==> config.mk <==
export PLATFORM = sky130hd
export DESIGN_NAME = bcp_cmd_init_ctrl
export DESIGN_NICKNAME = d
export VERILOG_FILES = /design/src/bcp_pkg.sv /design/src/bcp_sync.sv /design/src/bcp_reg_port.sv /design/src/bcp_cmd_init_ctrl.sv
export VERILOG_INCLUDE_DIRS = /design/src
export SDC_FILE = /design/constraint.sdc
export NUM_CORES = 1
export LEC_CHECK = 0
export BUFFER_PORTS_ARGS = -buffer_cell sky130_fd_sc_hd__buf_2
export CAP_MARGIN = 20
export CELL_PAD_IN_SITES_DETAIL_PLACEMENT = 1
export CELL_PAD_IN_SITES_GLOBAL_PLACEMENT = 2
export CORE_MARGIN = 8
export CORE_UTILIZATION = 27
export CTS_CLUSTER_DIAMETER = 80
export DETAILED_ROUTE_END_ITERATION = 6
export PLACE_DENSITY = 0.84
export RECOVER_POWER = 50
export SLEW_MARGIN = 40
export SYNTH_ARGS = -nofsm -noshare
export SYNTH_HDL_FRONTEND = slang
export SYNTH_HIERARCHICAL = 1
export SYNTH_SLANG_ARGS = --single-unit
==> constraint.sdc <==
create_clock -name ref_clk -period 2.1 [get_ports ref_clk]
set_clock_uncertainty 0.2 [all_clocks]
set_input_delay 0.105 -clock ref_clk [delete_from_list [all_inputs] [get_ports ref_clk]]
set_output_delay 0.105 -clock ref_clk [all_outputs]
set_load 0.01 [all_outputs]
==> src/bcp_params.svh <==
// Offsets, field positions, reset values and widths of the control register
`ifndef BCP_PARAMS_SVH
`define BCP_PARAMS_SVH

`define BCP_ADDR_W 8
`define BCP_PCI_OFFSET 8'h6C
`define BCP_LOC_OFFSET 8'hEC

`define BCP_DMA_RD_LSB 0
`define BCP_DMA_WR_LSB 4
`define BCP_DM_RD_LSB 8
`define BCP_DM_WR_LSB 12
`define BCP_GPO_BIT 16
`define BCP_GPI_BIT 17
`define BCP_EE_CLK_BIT 24
`define BCP_EE_CS_BIT 25
`define BCP_EE_DI_BIT 26
`define BCP_EE_DO_BIT 27
`define BCP_EE_PRES_BIT 28
`define BCP_RELOAD_BIT 29
`define BCP_SWRST_BIT 30
`define BCP_INIT_BIT 31

`define BCP_CMD_RD_RST 4'hC
`define BCP_CMD_WR_RST 4'h7
`define BCP_DMA_RD_ALT_RST 4'hE
`define BCP_DM_RD_ALT_RST 4'h6
`define BCP_REG_RST 32'h88037C7C
`define BCP_REG_ALT_RST 32'h8803767E
`define BCP_SYNC_STAGES 2

`endif

==> src/bcp_pkg.sv <==
// Types shared by the command, serial-prom and init control register block
package bcp_pkg;
  `include "bcp_params.svh"

  typedef struct packed {
    logic [`BCP_ADDR_W-1:0] addr;
    logic wr;
    logic rd;
    logic [3:0] be;
    logic [31:0] wdata;
  } bcp_req_type;

  typedef struct packed {
    logic [3:0] dm_wr;
    logic [3:0] dm_rd;
    logic [3:0] dma_wr;
    logic [3:0] dma_rd;
  } bcp_cmd_type;

  typedef struct packed {
    logic clk;
    logic cs;
    logic di;
  } bcp_prom_type;
endpackage : bcp_pkg

==> src/bcp_sync.sv <==
// Two-stage synchroniser for asynchronous pin levels
`timescale 1ns/1ps
module bcp_sync import bcp_pkg::*; #(
  parameter int W = 1,
  parameter logic [W-1:0] RST_VAL = '0
) (
  input wire logic ref_clk,
  input wire logic rst,
  input wire logic ce,
  input wire logic [W-1:0] async_in,
  output logic [W-1:0] sync_out
);
  logic [W-1:0] meta_q;

  // First stage feeds only the second stage
  always_ff @(posedge ref_clk) begin
    if (rst) begin
      meta_q <= RST_VAL;
      sync_out <= RST_VAL;
    end else if (ce) begin
      meta_q <= async_in;
      sync_out <= meta_q;
    end
  end
endmodule : bcp_sync

==> src/bcp_reg_port.sv <==
// One register access port: decode, retry gating and registered read data
`timescale 1ns/1ps
`include "bcp_params.svh"
module bcp_reg_port import bcp_pkg::*; #(
  parameter logic [`BCP_ADDR_W-1:0] OFFSET = `BCP_PCI_OFFSET
) (
  input wire logic ref_clk,
  input wire logic rst,
  input wire logic ce,
  input wire bcp_req_type req,
  input wire logic allow,
  input wire logic [31:0] reg_value,
  output logic wr_hit,
  output logic retry,
  output logic ack_q,
  output logic [31:0] rdata_q
);
  wire access = req.wr | req.rd;
  wire addr_hit = (req.addr == OFFSET);
  wire rd_hit = req.rd & allow & addr_hit;

  assign wr_hit = req.wr & allow & addr_hit;
  assign retry = access & ~allow;

  // Unmapped addresses are acknowledged and read as zero
  always_ff @(posedge ref_clk) begin
    if (rst) begin
      ack_q <= 1'b0;
      rdata_q <= 32'h0000_0000;
    end else if (ce) begin
      ack_q <= access & allow;
      rdata_q <= rd_hit ? reg_value : 32'h0000_0000;
    end
  end
endmodule : bcp_reg_port

==> src/bcp_cmd_init_ctrl.sv <==
// Bus command codes, serial-prom bit-bang, user pins and init control
// Function
// - Bits 3:0 hold DMA read command code, reset 1100.
// - Bits 7:4 hold DMA write command code, reset 0111.
// - Bits 11:8 hold direct-master memory read code, reset 1100.
// - Bits 15:12 hold direct-master memory write code, reset 0111.
// - Alternative board resets DMA read to 1110, DM read to 0110.
// - Bit 16 drives general output pin directly, reset 1.
// - Bit 17 reads back the general input pin level.
// - Bit 24 drives prom clock; software toggles it per pulse.
// - Bit 25 drives prom chip select, active when 1, either side.
// - Bit 26 drives prom serial data input.
// - Bit 27 returns prom serial data output, reset 1.
// - Bit 28 reads 1 when a prom is present, reset 0.
// - Writing 1 to bit 29 while 0 starts configuration reload.
// - Bit 30 set resets bridge and drives local bus reset.
// - Software reset leaves configuration register contents unchanged.
// - Only host-side writes may clear the software reset bit.
// - While bit 31 is 0, host accesses end in retry.
// - Register sits at 6Ch host side and ECh local side.
// - Whole register resets to 88037C7Ch.
`timescale 1ns/1ps
`include "bcp_params.svh"
module bcp_cmd_init_ctrl import bcp_pkg::*; #(
  parameter bit ALT_VARIANT = 1'b0
) (
  input wire logic ref_clk,
  input wire logic rst,
  input wire logic ce,
  input wire bcp_req_type pci_req,
  output logic [31:0] pci_rdata,
  output logic pci_ack,
  output logic pci_retry,
  input wire bcp_req_type loc_req,
  output logic [31:0] loc_rdata,
  output logic loc_ack,
  output bcp_cmd_type cmd_codes,
  output logic general_output_pin,
  input wire logic general_input_pin,
  output bcp_prom_type prom_pins,
  input wire logic prom_data_out,
  input wire logic prom_present,
  output logic reload_start,
  input wire logic reload_done,
  output logic bridge_reset,
  output logic local_bus_reset
);
  localparam logic [3:0] DMA_RD_RST =
    ALT_VARIANT ? `BCP_DMA_RD_ALT_RST : `BCP_CMD_RD_RST;
  localparam logic [3:0] DM_RD_RST =
    ALT_VARIANT ? `BCP_DM_RD_ALT_RST : `BCP_CMD_RD_RST;
  localparam logic [31:0] REG_RST =
    ALT_VARIANT ? `BCP_REG_ALT_RST : `BCP_REG_RST;
  localparam bcp_cmd_type CMD_RST = '{dm_wr: `BCP_CMD_WR_RST,
    dm_rd: DM_RD_RST, dma_wr: `BCP_CMD_WR_RST, dma_rd: DMA_RD_RST};

  logic [15:0] cmd_q;
  logic [15:0] cmd_d;
  logic gpo_q;
  logic gpo_d;
  logic [2:0] prom_q;
  logic [2:0] prom_d;
  logic init_q;
  logic init_d;
  logic swrst_q;
  logic swrst_d;
  logic reload_busy_q;
  logic reload_busy_d;
  logic reload_start_q;
  logic [2:0] pins_s;
  logic [31:0] reg_value;
  logic pci_wr_hit;
  logic loc_wr_hit;

  // Host-side port is held off with retry until local init completes
  bcp_reg_port #(.OFFSET(`BCP_PCI_OFFSET)) u_pci_port (
    .ref_clk(ref_clk),
    .rst(rst),
    .ce(ce),
    .req(pci_req),
    .allow(init_q),
    .reg_value(reg_value),
    .wr_hit(pci_wr_hit),
    .retry(pci_retry),
    .ack_q(pci_ack),
    .rdata_q(pci_rdata)
  );

  bcp_reg_port #(.OFFSET(`BCP_LOC_OFFSET)) u_loc_port (
    .ref_clk(ref_clk),
    .rst(rst),
    .ce(ce),
    .req(loc_req),
    .allow(1'b1),
    .reg_value(reg_value),
    .wr_hit(loc_wr_hit),
    .retry(),
    .ack_q(loc_ack),
    .rdata_q(loc_rdata)
  );

  // Pin order: prom present, prom data out, general input; reset 0,1,1
  bcp_sync #(.W(3), .RST_VAL(3'h3)) u_pin_sync (
    .ref_clk(ref_clk),
    .rst(rst),
    .ce(ce),
    .async_in({prom_present, prom_data_out, general_input_pin}),
    .sync_out(pins_s)
  );

  // Byte-lane write enables; the host side wins a same-cycle collision, except against a local set of bit 29 or bit 30
  wire [3:0] loc_bw = {4{loc_wr_hit}} & loc_req.be;
  wire [3:0] pci_bw = {4{pci_wr_hit}} & pci_req.be;

  function automatic logic [31:0] bcp_merge(input logic [31:0] old_v,
      input logic [31:0] new_v, input logic [3:0] bw);
    logic [31:0] res;
    res = old_v;
    for (int i = 0; i < 4; i++) begin
      if (bw[i]) begin
        res[i*8 +: 8] = new_v[i*8 +: 8];
      end
    end
    return res;
  endfunction : bcp_merge

  wire [31:0] loc_merged = bcp_merge(reg_value, loc_req.wdata, loc_bw);
  wire [31:0] wr_value = bcp_merge(loc_merged, pci_req.wdata, pci_bw);

  assign cmd_d = wr_value[15:0];
  assign gpo_d = wr_value[`BCP_GPO_BIT];
  assign prom_d = wr_value[`BCP_EE_DI_BIT:`BCP_EE_CLK_BIT];
  assign init_d = wr_value[`BCP_INIT_BIT];

  wire loc_top = loc_bw[3];
  wire pci_top = pci_bw[3];
  wire swrst_set = (loc_top & loc_req.wdata[`BCP_SWRST_BIT])
    | (pci_top & pci_req.wdata[`BCP_SWRST_BIT]);
  wire swrst_clr = pci_top & ~pci_req.wdata[`BCP_SWRST_BIT];
  // Set wins over clear; the local side can never clear it
  assign swrst_d = swrst_set | (swrst_q & ~swrst_clr);

  wire reload_req = ~reload_busy_q & (
    (loc_top & loc_req.wdata[`BCP_RELOAD_BIT])
    | (pci_top & pci_req.wdata[`BCP_RELOAD_BIT]));
  // Bit 29 reads 1 while a reload runs; a new start wins over done
  assign reload_busy_d = reload_req | (reload_busy_q & ~reload_done);

  // Only rst clears this bank; the soft reset just drives outputs
  always_ff @(posedge ref_clk) begin
    if (rst) begin
      cmd_q <= CMD_RST;
      gpo_q <= 1'b1;
      prom_q <= 3'h0;
      init_q <= 1'b1;
      swrst_q <= 1'b0;
      reload_busy_q <= 1'b0;
      reload_start_q <= 1'b0;
    end else if (ce) begin
      cmd_q <= cmd_d;
      gpo_q <= gpo_d;
      prom_q <= prom_d;
      init_q <= init_d;
      swrst_q <= swrst_d;
      reload_busy_q <= reload_busy_d;
      reload_start_q <= reload_req;
    end
  end

  assign reg_value = {init_q, swrst_q, reload_busy_q,
    pins_s[2],
    pins_s[1],
    prom_q,
    6'h00,
    pins_s[0],
    gpo_q, cmd_q};

  assign cmd_codes = cmd_q;
  assign general_output_pin = gpo_q;
  assign prom_pins.clk = prom_q[0];
  assign prom_pins.cs = prom_q[1];
  assign prom_pins.di = prom_q[2];
  assign reload_start = reload_start_q;
  assign bridge_reset = swrst_q;
  assign local_bus_reset = swrst_q;
endmodule : bcp_cmd_init_ctrl

==> run_results.csv, run 1 <==
group,metric,value,unit
status,outcome,"finished clean",
placement,dp.cells,648,
sta,drv_slew,0,
setup_path,cp_common_cell,"buf_4",
setup_path,reg2reg_from,"init_q",
clock_network,clock_sinks,96,
clock_network,cts_buffer_depth,2,
power_and_ir_drop,p_sw_frac,0.214,
setup_path,path_buf_inv,4,
sta,setup_viol,0,
grt,grt_pass1_wl,21800,um
setup_path,crit_chain,"dlygate4sd3_1 > buf_2 > buf_4 > and3b_1 > and4bb_1 > buf_4 > a22o_1",
grt,overflow,0,
layout,drive_above_1_share,0.245,
setup_path,crit_type,"primary input to flop",
layout,fillers,1521,
setup_path,path_max_fanout,22,
min_path,hold_path_class,"primary input to flop",
clock_network,clock_latency,0.34,ns
setup_path,cp.required,2.12,ns
placement,portBuffers,170,
grt,grt_pass1_vias,3908,
routing,avgRoutedWirePerCell,18.9,um
grt,grt_max_degree,24,
clock_network,htreeDepth,3,
placement,globalplace.congestion,0.772,
routing,drtPass1Iterations,4,
sta,finalHoldViolCount,0,
floorplan,row_count,42,
clock_network,clk_pin_slew,0.06,ns
routing,drtAntennaViolNets,0,
setup_path,cp_slowest_cell,"dlygate4sd3_1",
setup_path,cp_top_family,"buffers and inverters",
layout,instances_no_fill,726,
clock_network,cts_buffers,9,
layout,fin_nets,642,
power_and_ir_drop,pwr-share-clk,0.428,
routing,viasPerCell,4.73,
power_and_ir_drop,power,3750,uW
routing,drcViolationCount,0,
power_and_ir_drop,p_seq_frac,0.490,
setup_path,worst-r2r-setup-slack,0.14,ns
min_path,whs_endpoint,"cmd_codes[15]",
clock_network,cts-root-buf,"clkbuf_16",
routing,drtIter0Drc,150,
sta,tightest_slew,0.632,ns
setup_path,arrival,2.00,ns
placement,hpwlAfterDp,9420,um
yosys,yosysWarnings,6,
power_and_ir_drop,p_switching,801,uW
setup_path,critPathLaunchType,"primary input",
sta,fin_crit_sh,0.939,
sta,rsz0062_at_grt,"no",
sta,fmax,0.507,GHz
power_and_ir_drop,p_comb_frac,0.082,
layout,syn_to_final_growth,51.8,%
floorplan,die_area,0.0172,mm2
routing,num_vias,3435,
power_and_ir_drop,leakagePower,0.00234,uW
min_path,holdPathStages,4,
power_and_ir_drop,power_density,689,mW/mm2
sta,slew_headroom,0.578,
yosys,syn_area,0.00358,mm2
floorplan,coreArea,0.0131,mm2
yosys,syn-instance-count,296,
power_and_ir_drop,internal_power,2950,uW
min_path,hold_start,"loc_req[33]",
grt,grt_use_total,0.159,
sta,worst_hold_slack,0.0196,ns
floorplan,io_pins,189,
grt,antenna_found_initial,4,
yosys,syn_avg_cell_area,12.1,um2
setup_path,r2r-end,"bridge_reset",
flow_run,drv_cap,0,
clock_network,cts_tree,"done",
routing,wl,13700,um
setup_path,r2r_cells,6,
sta,fin_setup_tns,0,ns
setup_path,crit_path_end_kind,"flop",
sta,period_needed,1.97,ns
power_and_ir_drop,ir_drop,0.318,mV
floorplan,fp.dieW,131,um
floorplan,start_util,0.274,
floorplan,die_h,131,um
setup_path,slowest_delay,0.52,ns
==> layout make-up <==
cell class                      instances  area, um2  area share
Antenna cell                            4       10.0     0.00184
Clock buffer                           11        243      0.0447
Clock inverter                          3       43.8     0.00806
Inverter                                5       18.8     0.00345
Multi-Input combinational cell        189       1550       0.285
Sequential cell                        96       1920       0.354
Tap cell                              176        220      0.0405
Timing Repair Buffer                  242       1430       0.263
==> worst min-delay path: stages <==
cell and delay [ns]:
buf_2 0.09, a22o_4 0.13, a21oi_2 0.07, o2bb2ai_1 0.12
==> stage by stage <==
stage	util	area (um2)	setup slack (ns)
finish	0.415	5440	0.127
global route	0.415	5440	0.0223
CTS	0.423	5530	0.157
detailed placement	0.355	4650	0.182
global placement	0.355	4640	0.224
floorplan	-	3620	0.263
==> worst max path at each step <==
stage | depth (start not counted) | startpoint | slack, ns | end
after floorplan | 5 | loc_req[38] | 0.26 | init_q
after global placement | 4 | ce | 0.22 | u_pci_port/rdata_q[24]
after detailed placement | 8 | pci_req[45] | 0.18 | cmd_codes[4]
after CTS | 7 | rst | 0.16 | u_loc_port/rdata_q[26]
after global routing | 6 | init_q | 0.02 | bridge_reset
final | 7 | rst | 0.13 | u_pci_port/rdata_q[29]
==> power by group through the flow <==
stage	Clock, uW	Combinational (uW)	Sequential [uW]
floorplan	0	87.9	1880
global placement	0	206	1880
detailed placement	0	213	1880
CTS	1650	300	1840
global route	1740	331	1840
finish	1600	307	1840
==> state kept, by name (all words and copies together) (netlist names) <==
| register | cells |
|---|---|
| u_loc_port/rdata_q | 32 |
| general_output_pin | 1 |
| u_pci_port/ack_q | 1 |
| u_pin_sync/sync_out | 3 |
| init_q | 1 |
| u_pci_port/rdata_q | 32 |
| cmd_codes | 16 |
| u_pin_sync/meta_q | 3 |
| reload_start | 1 |
| bridge_reset | 1 |
| prom_q | 3 |
| reload_busy_q | 1 |
| u_loc_port/ack_q | 1 |
==> repair_timing <==
action	CTS	global route
endpoints found under the setup margin	0	0
hold buffers	60	0
hold endpoints to repair	30	0
buffers inserted	0	0
resized for setup	0	0
==> cell usage in the layout (no fill, tap or decap), drive strengths merged, types with 3 or more instances in the layout <==
cell type,count
a211o,5
a21oi,10
a22o,67
a2bb2oi,10
buf,93
clkbuf,100
conb,14
dfxtp,96
diode,4
dlygate4sd3,60
inv,5
mux2i,20
nand2,13
nand2b,4
nand3,5
nor2,6
nor2b,4
o221a,3
o2bb2ai,6
==> metal layers <==
metal	GRT usage	part of all wire	wire length, um
met3	0.0648	0.081	1120
met2	0.278	0.51	7040
met5	0	0	0
met4	0.0697	0.028	390
met1	0.164	0.38	5200
No activity file was read; power rests on OpenSTA's default activity.
==> run 2: changes to the inputs <==
GPL_TIMING_DRIVEN = 0   (was not set)
==> run 2 against run 1 <==
- clock-buffer cell count stayed put
- non-clock buffer count is 7 higher
- utilization is 0.55 points higher
- critical path depth is 2 lower
- worst setup slack better by 0.013 ns
- clock power is 2% higher
==> run_results.csv, run 2 (synthesized netlist as in run 1, its figures left out) <==
group,metric,value,unit
layout,syn_to_final_growth,53.9,%
sta,rsz0062_at_grt,"no",
clock_network,clock_latency,0.34,ns
routing,num_vias,3401,
routing,avgRoutedWirePerCell,18.5,um
power_and_ir_drop,ir_drop,0.411,mV
routing,drtPass1Iterations,4,
layout,fin_nets,649,
status,outcome,"finished clean",
grt,grt_pass1_wl,21800,um
placement,dpl-instance-area,0.00471,mm2
placement,dp_slack,0.126,ns
grt,overflow,0,
floorplan,fp.dieW,131,um
sta,drv_slew,0,
power_and_ir_drop,internal_power,2960,uW
setup_path,slowest_delay,0.55,ns
routing,drtAntennaViolNets,0,
setup_path,arrival,2.04,ns
setup_path,path_max_fanout,16,
sta,finalHoldViolCount,0,
floorplan,start_util,0.274,
clock_network,clk_pin_slew,0.07,ns
setup_path,endpoint,"u_loc_port/rdata_q[8]",
sta,fmax,0.510,GHz
setup_path,cp-startpoint,"rst",
floorplan,die_area,0.0172,mm2
clock_network,clock_sinks,96,
clock_network,htreeDepth,3,
flow_run,drv_cap,0,
grt,grt_use_total,0.158,
clock_network,cts_tree,"done",
clock_network,cts_setup_buffers,0,
sta,period_needed,1.96,ns
sta,layout_setup_ws,0.140,ns
setup_path,cp.required,2.18,ns
power_and_ir_drop,p_seq_frac,0.486,
sta,fin_crit_sh,0.933,
sta,fin_setup_tns,0,ns
routing,drtIter0Drc,111,
grt,grt_max_degree,17,
setup_path,cp_top_family,"buffers and inverters",
power_and_ir_drop,pwr-share-clk,0.434,
grt,grt_pass1_vias,3915,
setup_path,crit_type,"primary input to flop",
setup_path,r2r-end,"bridge_reset",
sta,tightest_slew,0.602,ns
power_and_ir_drop,p_sw_frac,0.217,
setup_path,path_depth,5,
placement,portBuffers,170,
setup_path,crit_path_end_kind,"flop",
clock_network,cts_buffers,9,
setup_path,cp_slowest_cell,"dlygate4sd3_1",
floorplan,die_h,131,um
sta,slew_headroom,0.599,
layout,drive_above_1_share,0.240,
sta,setup_viol,0,
power_and_ir_drop,power_density,686,mW/mm2
layout,mostFrequentLayoutCell,"dfxtp_1",
floorplan,io_pins,189,
setup_path,path_buf_inv,3,
setup_path,reg2reg_from,"init_q",
layout,design_area,0.00551,mm2
setup_path,r2r_cells,6,
floorplan,coreArea,0.0131,mm2
routing,drcViolationCount,0,
layout,final_cell_mix,"dfxtp_1, clkbuf_1, buf_2",
power_and_ir_drop,leakagePower,0.00237,uW
clock_network,cts-root-buf,"clkbuf_16",
routing,viasPerCell,4.65,
setup_path,crit_chain,"dlygate4sd3_1 > buf_2 > nor2_1 > clkbuf_1 > a22o_1",
placement,hpwlAfterDp,9590,um
sta,worst_hold_slack,0.0149,ns
setup_path,worst-r2r-setup-slack,0.17,ns
floorplan,row_count,42,
clock_network,cts_buffer_depth,2,
setup_path,critPathLaunchType,"primary input",
placement,globalplace.congestion,0.706,
power_and_ir_drop,p_switching,821,uW
power_and_ir_drop,p_comb_frac,0.080,
routing,wl,13600,um
grt,antenna_found_initial,1,
min_path,hold_path_class,"primary input to flop",
## run 2: cell count changes in the layout (fill, tap and decap cells not counted), sizes merged
cell	delta
inv	+1
clkinv	-2
clkinvlp	+2
diode	-3
clkbuf	+6
buf	+1
## run 2: layout make-up
class,instances,area (um2)
Antenna cell,1,2.50
Buffer,18,160
Clock buffer,11,243
Clock inverter,4,53.8
Fill cell,1537,7580
Inverter,5,18.8
Multi-Input combinational cell,189,1540
Sequential cell,96,1920
Tap cell,176,220
Timing Repair Buffer,231,1350
## run 2: timing repair
| item | in CTS | in global routing |
|---|---|---|
| hold endpoints to repair | 30 | 0 |
| hold buffers | 61 | 0 |
| resized for setup | 0 | 1 |
| endpoints found under the setup margin | 0 | 11 |
## run 2: metal layers
| layer | vias up | part of all wire | GRT usage | wire [um] |
|---|---|---|---|---|
| met3 | 20 | 0.066 | 0.0614 | 898 |
| met2 | 110 | 0.51 | 0.273 | 6900 |
| met5 | - | 0 | 0 | 0 |
| met1 | 1644 | 0.40 | 0.171 | 5490 |
| met4 | 0 | 0.020 | 0.0600 | 269 |
| li1 | 1627 | - | - | - |
## run 2: worst min path at each step
stage	startpoint	cells after the start	endpoint	slack, ns
6_report	ce	3	u_pci_port/ack_q	0.01
5_1_grt	ce	3	u_pci_port/ack_q	0.02
4_1_cts	ce	3	u_pci_port/ack_q	0.006
3_5_place_dp	general_input_pin	2	u_pin_sync/meta_q[0]	0.13
3_3_place_gp	general_input_pin	2	u_pin_sync/meta_q[0]	0.13
2_1_floorplan	rst	1	u_loc_port/ack_q	-0.03
## run 2: stage by stage
stage	utilization	instances	power, uW
floorplan	-	308	1970
global placement	0.359	654	2080
detailed placement	0.360	655	2090
CTS	0.429	731	3830
global route	0.421	731	3930
finish	0.421	731	3780
## run 2: worst reg2reg max path, cell delays in order (launching register included)
cell and delay [ns]:
dfxtp_1 0.45, nand3_1 0.15, nor3_1 0.26, buf_6 0.20, and3_2 0.24, mux2i_1 0.20, o22ai_1 0.09
## run 2: power groups by stage
stage	Clock, uW	Combinational (uW)	Sequential [uW]
final	1640	302	1840
after global routing	1770	331	1840
after CTS	1690	299	1840
after detailed placement	0	210	1880
after global placement	0	203	1880
after floorplan	0	87.9	1880
==> run 3: changes to the inputs <==
CORE_UTILIZATION = 28   (was 27)
CTS_BUF_LIST = sky130_fd_sc_hd__clkbuf_4   (was not set)
PLACE_DENSITY = 0.87   (was 0.84)
SETUP_SLACK_MARGIN = 0.02   (was not set)
==> run 3 against run 2 <==
- sequential power about the same
- global-route usage increased by 1.6 points
- register-to-register slack about the same
- critical endpoint is now u_loc_port/ack_q
- largest power group unchanged
- highest routed layer unchanged
==> run_results.csv, run 3 (synthesized netlist as in run 1, its figures left out) <==
group,metric,value,unit
sta,rsz0062_at_grt,"no",
sta,tightest_slew,0.611,ns
placement,globalplace.congestion,0.771,
layout,fin_util,0.439,
setup_path,cp_common_cell,"dlygate4sd3_1",
clock_network,cts_buffers,9,
setup_path,r2r_cells,4,
clock_network,htreeDepth,3,
clock_network,clock_latency,0.46,ns
floorplan,coreArea,0.0126,mm2
layout,syn_to_final_growth,54.1,%
layout,fin_nets,669,
power_and_ir_drop,pwr-share-clk,0.289,
power_and_ir_drop,power_density,554,mW/mm2
routing,avgRoutedWirePerCell,19.1,um
setup_path,arrival,2.11,ns
clock_network,cts_tree,"done",
sta,drv_slew,0,
routing,wl,14300,um
routing,drcViolationCount,0,
floorplan,start_util,0.285,
setup_path,slowest_delay,0.57,ns
grt,overflow,0,
setup_path,critPathLaunchType,"primary input",
routing,drtAntennaViolNets,0,
routing,drtPass1Iterations,4,
min_path,hold_start,"pci_req[37]",
setup_path,reg2reg_from,"u_pin_sync/meta_q[2]",
floorplan,die_area,0.0167,mm2
placement,dp_slack,0.138,ns
placement,portBuffers,170,
power_and_ir_drop,p_switching,781,uW
grt,grt_pass1_wl,22100,um
setup_path,r2r-end,"u_pin_sync/meta_q[2]",
clock_network,cts-root-buf,"clkbuf_4",
setup_path,cp_slowest_cell,"dlygate4sd3_1",
grt,grt_pass1_vias,4033,
setup_path,crit_type,"primary input to flop",
sta,layout_setup_ws,0.152,ns
sta,slew_headroom,0.592,
sta,period_needed,1.95,ns
grt,antenna_found_initial,3,
grt,grt_use_total,0.174,
power_and_ir_drop,p_seq_frac,0.601,
floorplan,io_pins,189,
placement,hpwlAfterDp,9660,um
setup_path,path_max_fanout,2,
sta,finalHoldViolCount,0,
layout,drive_above_1_share,0.231,
grt,grt_max_degree,17,
setup_path,crit_chain,"dlygate4sd3_1 > buf_2 > o211ai_1 > dlygate4sd3_1 > a21oi_1 > dlygate4sd3_1",
setup_path,crit_path_end_kind,"flop",
routing,num_vias,3521,
min_path,whs_endpoint,"reload_busy_q",
min_path,hold_path_class,"primary input to flop",
power_and_ir_drop,p_sw_frac,0.255,
min_path,holdPathStages,7,
floorplan,fp.dieW,129,um
power_and_ir_drop,ir_drop,0.227,mV
clock_network,clock_sinks,96,
status,outcome,"finished clean",
setup_path,cp.required,2.26,ns
setup_path,cp-startpoint,"loc_req[36]",
power_and_ir_drop,leakagePower,0.00236,uW
routing,drtIter0Drc,167,
sta,fmax,0.513,GHz
power_and_ir_drop,p_comb_frac,0.110,
flow_run,drv_cap,0,
power_and_ir_drop,internal_power,2280,uW
clock_network,cts_buffer_depth,2,
routing,viasPerCell,4.69,
floorplan,row_count,41,
sta,fin_crit_sh,0.927,
floorplan,die_h,129,um
sta,setup_viol,0,
layout,final_cell_mix,"dfxtp_1, clkbuf_1, buf_2",
setup_path,worst-r2r-setup-slack,0.17,ns
clock_network,clk_pin_slew,0.14,ns
-- run 3: routing by layer --
| layer | routed length [um] | global-route usage | up-vias |
|---|---|---|---|
| met5 | 0 | 0 | - |
| met4 | 369 | 0.0705 | 0 |
| met3 | 929 | 0.0641 | 25 |
| met2 | 7280 | 0.301 | 111 |
| met1 | 5730 | 0.188 | 1706 |
| li1 | - | - | 1679 |
-- run 3: what timing repair did --
item,in CTS,in global routing
endpoints found under the hold margin,33,0
hold buffers,80,0
buffers inserted,0,0
gates resized for setup,0,2
endpoints found under the setup margin,0,3
-- run 3: cell type report --
class                           count  area, um2
Sequential cell                    96       1920
Inverter                            5       18.8
Antenna cell                        3       7.51
Multi-Input combinational cell    189       1540
Tap cell                          172        215
Timing Repair Buffer              251       1550
Clock inverter                      6       36.3
Buffer                             18        153
Clock buffer                       10       75.1
Fill cell                        1472       7050
-- run 3: stage by stage --
stage | hold WS (ns) | cell area (um2) | TNS (ns) | instances | power [uW]
final | 0.101 | 5520 | 0 | 750 | 3060
after global routing | 0.0785 | 5520 | 0 | 750 | 3210
after CTS | 0.0284 | 5620 | 0 | 747 | 3100
after detailed placement | 0.120 | 4700 | 0 | 651 | 2090
after global placement | 0.121 | 4690 | -10.88 | 650 | 2080
after floorplan | -0.0259 | 3620 | 0 | 308 | 1970
-- run 3: worst max-delay path, delay by kind of cell --
family | cells | cell delay, ns
AOI/OAI and AO/OA | 2 | 0.22
buffers and inverters | 4 | 1.79
-- run 3: how the worst max path moves through the flow --
stage | slack (ns) | end | cells after the start
final | 0.15 | u_loc_port/ack_q | 6
after global routing | 0.09 | u_pin_sync/meta_q[2] | 4
after CTS | 0.12 | cmd_codes[11] | 8
after detailed placement | 0.14 | cmd_codes[11] | 8
after global placement | -0.62 | prom_q[1] | 6
after floorplan | 0.26 | init_q | 5
-- run 3: power by group through the flow --
stage	clock network, uW	logic [uW]	registers, uW
after global placement	0	202	1880
after CTS	932	328	1840
after floorplan	0	87.9	1880
after global routing	1010	365	1840
final	884	337	1840
after detailed placement	0	210	1880
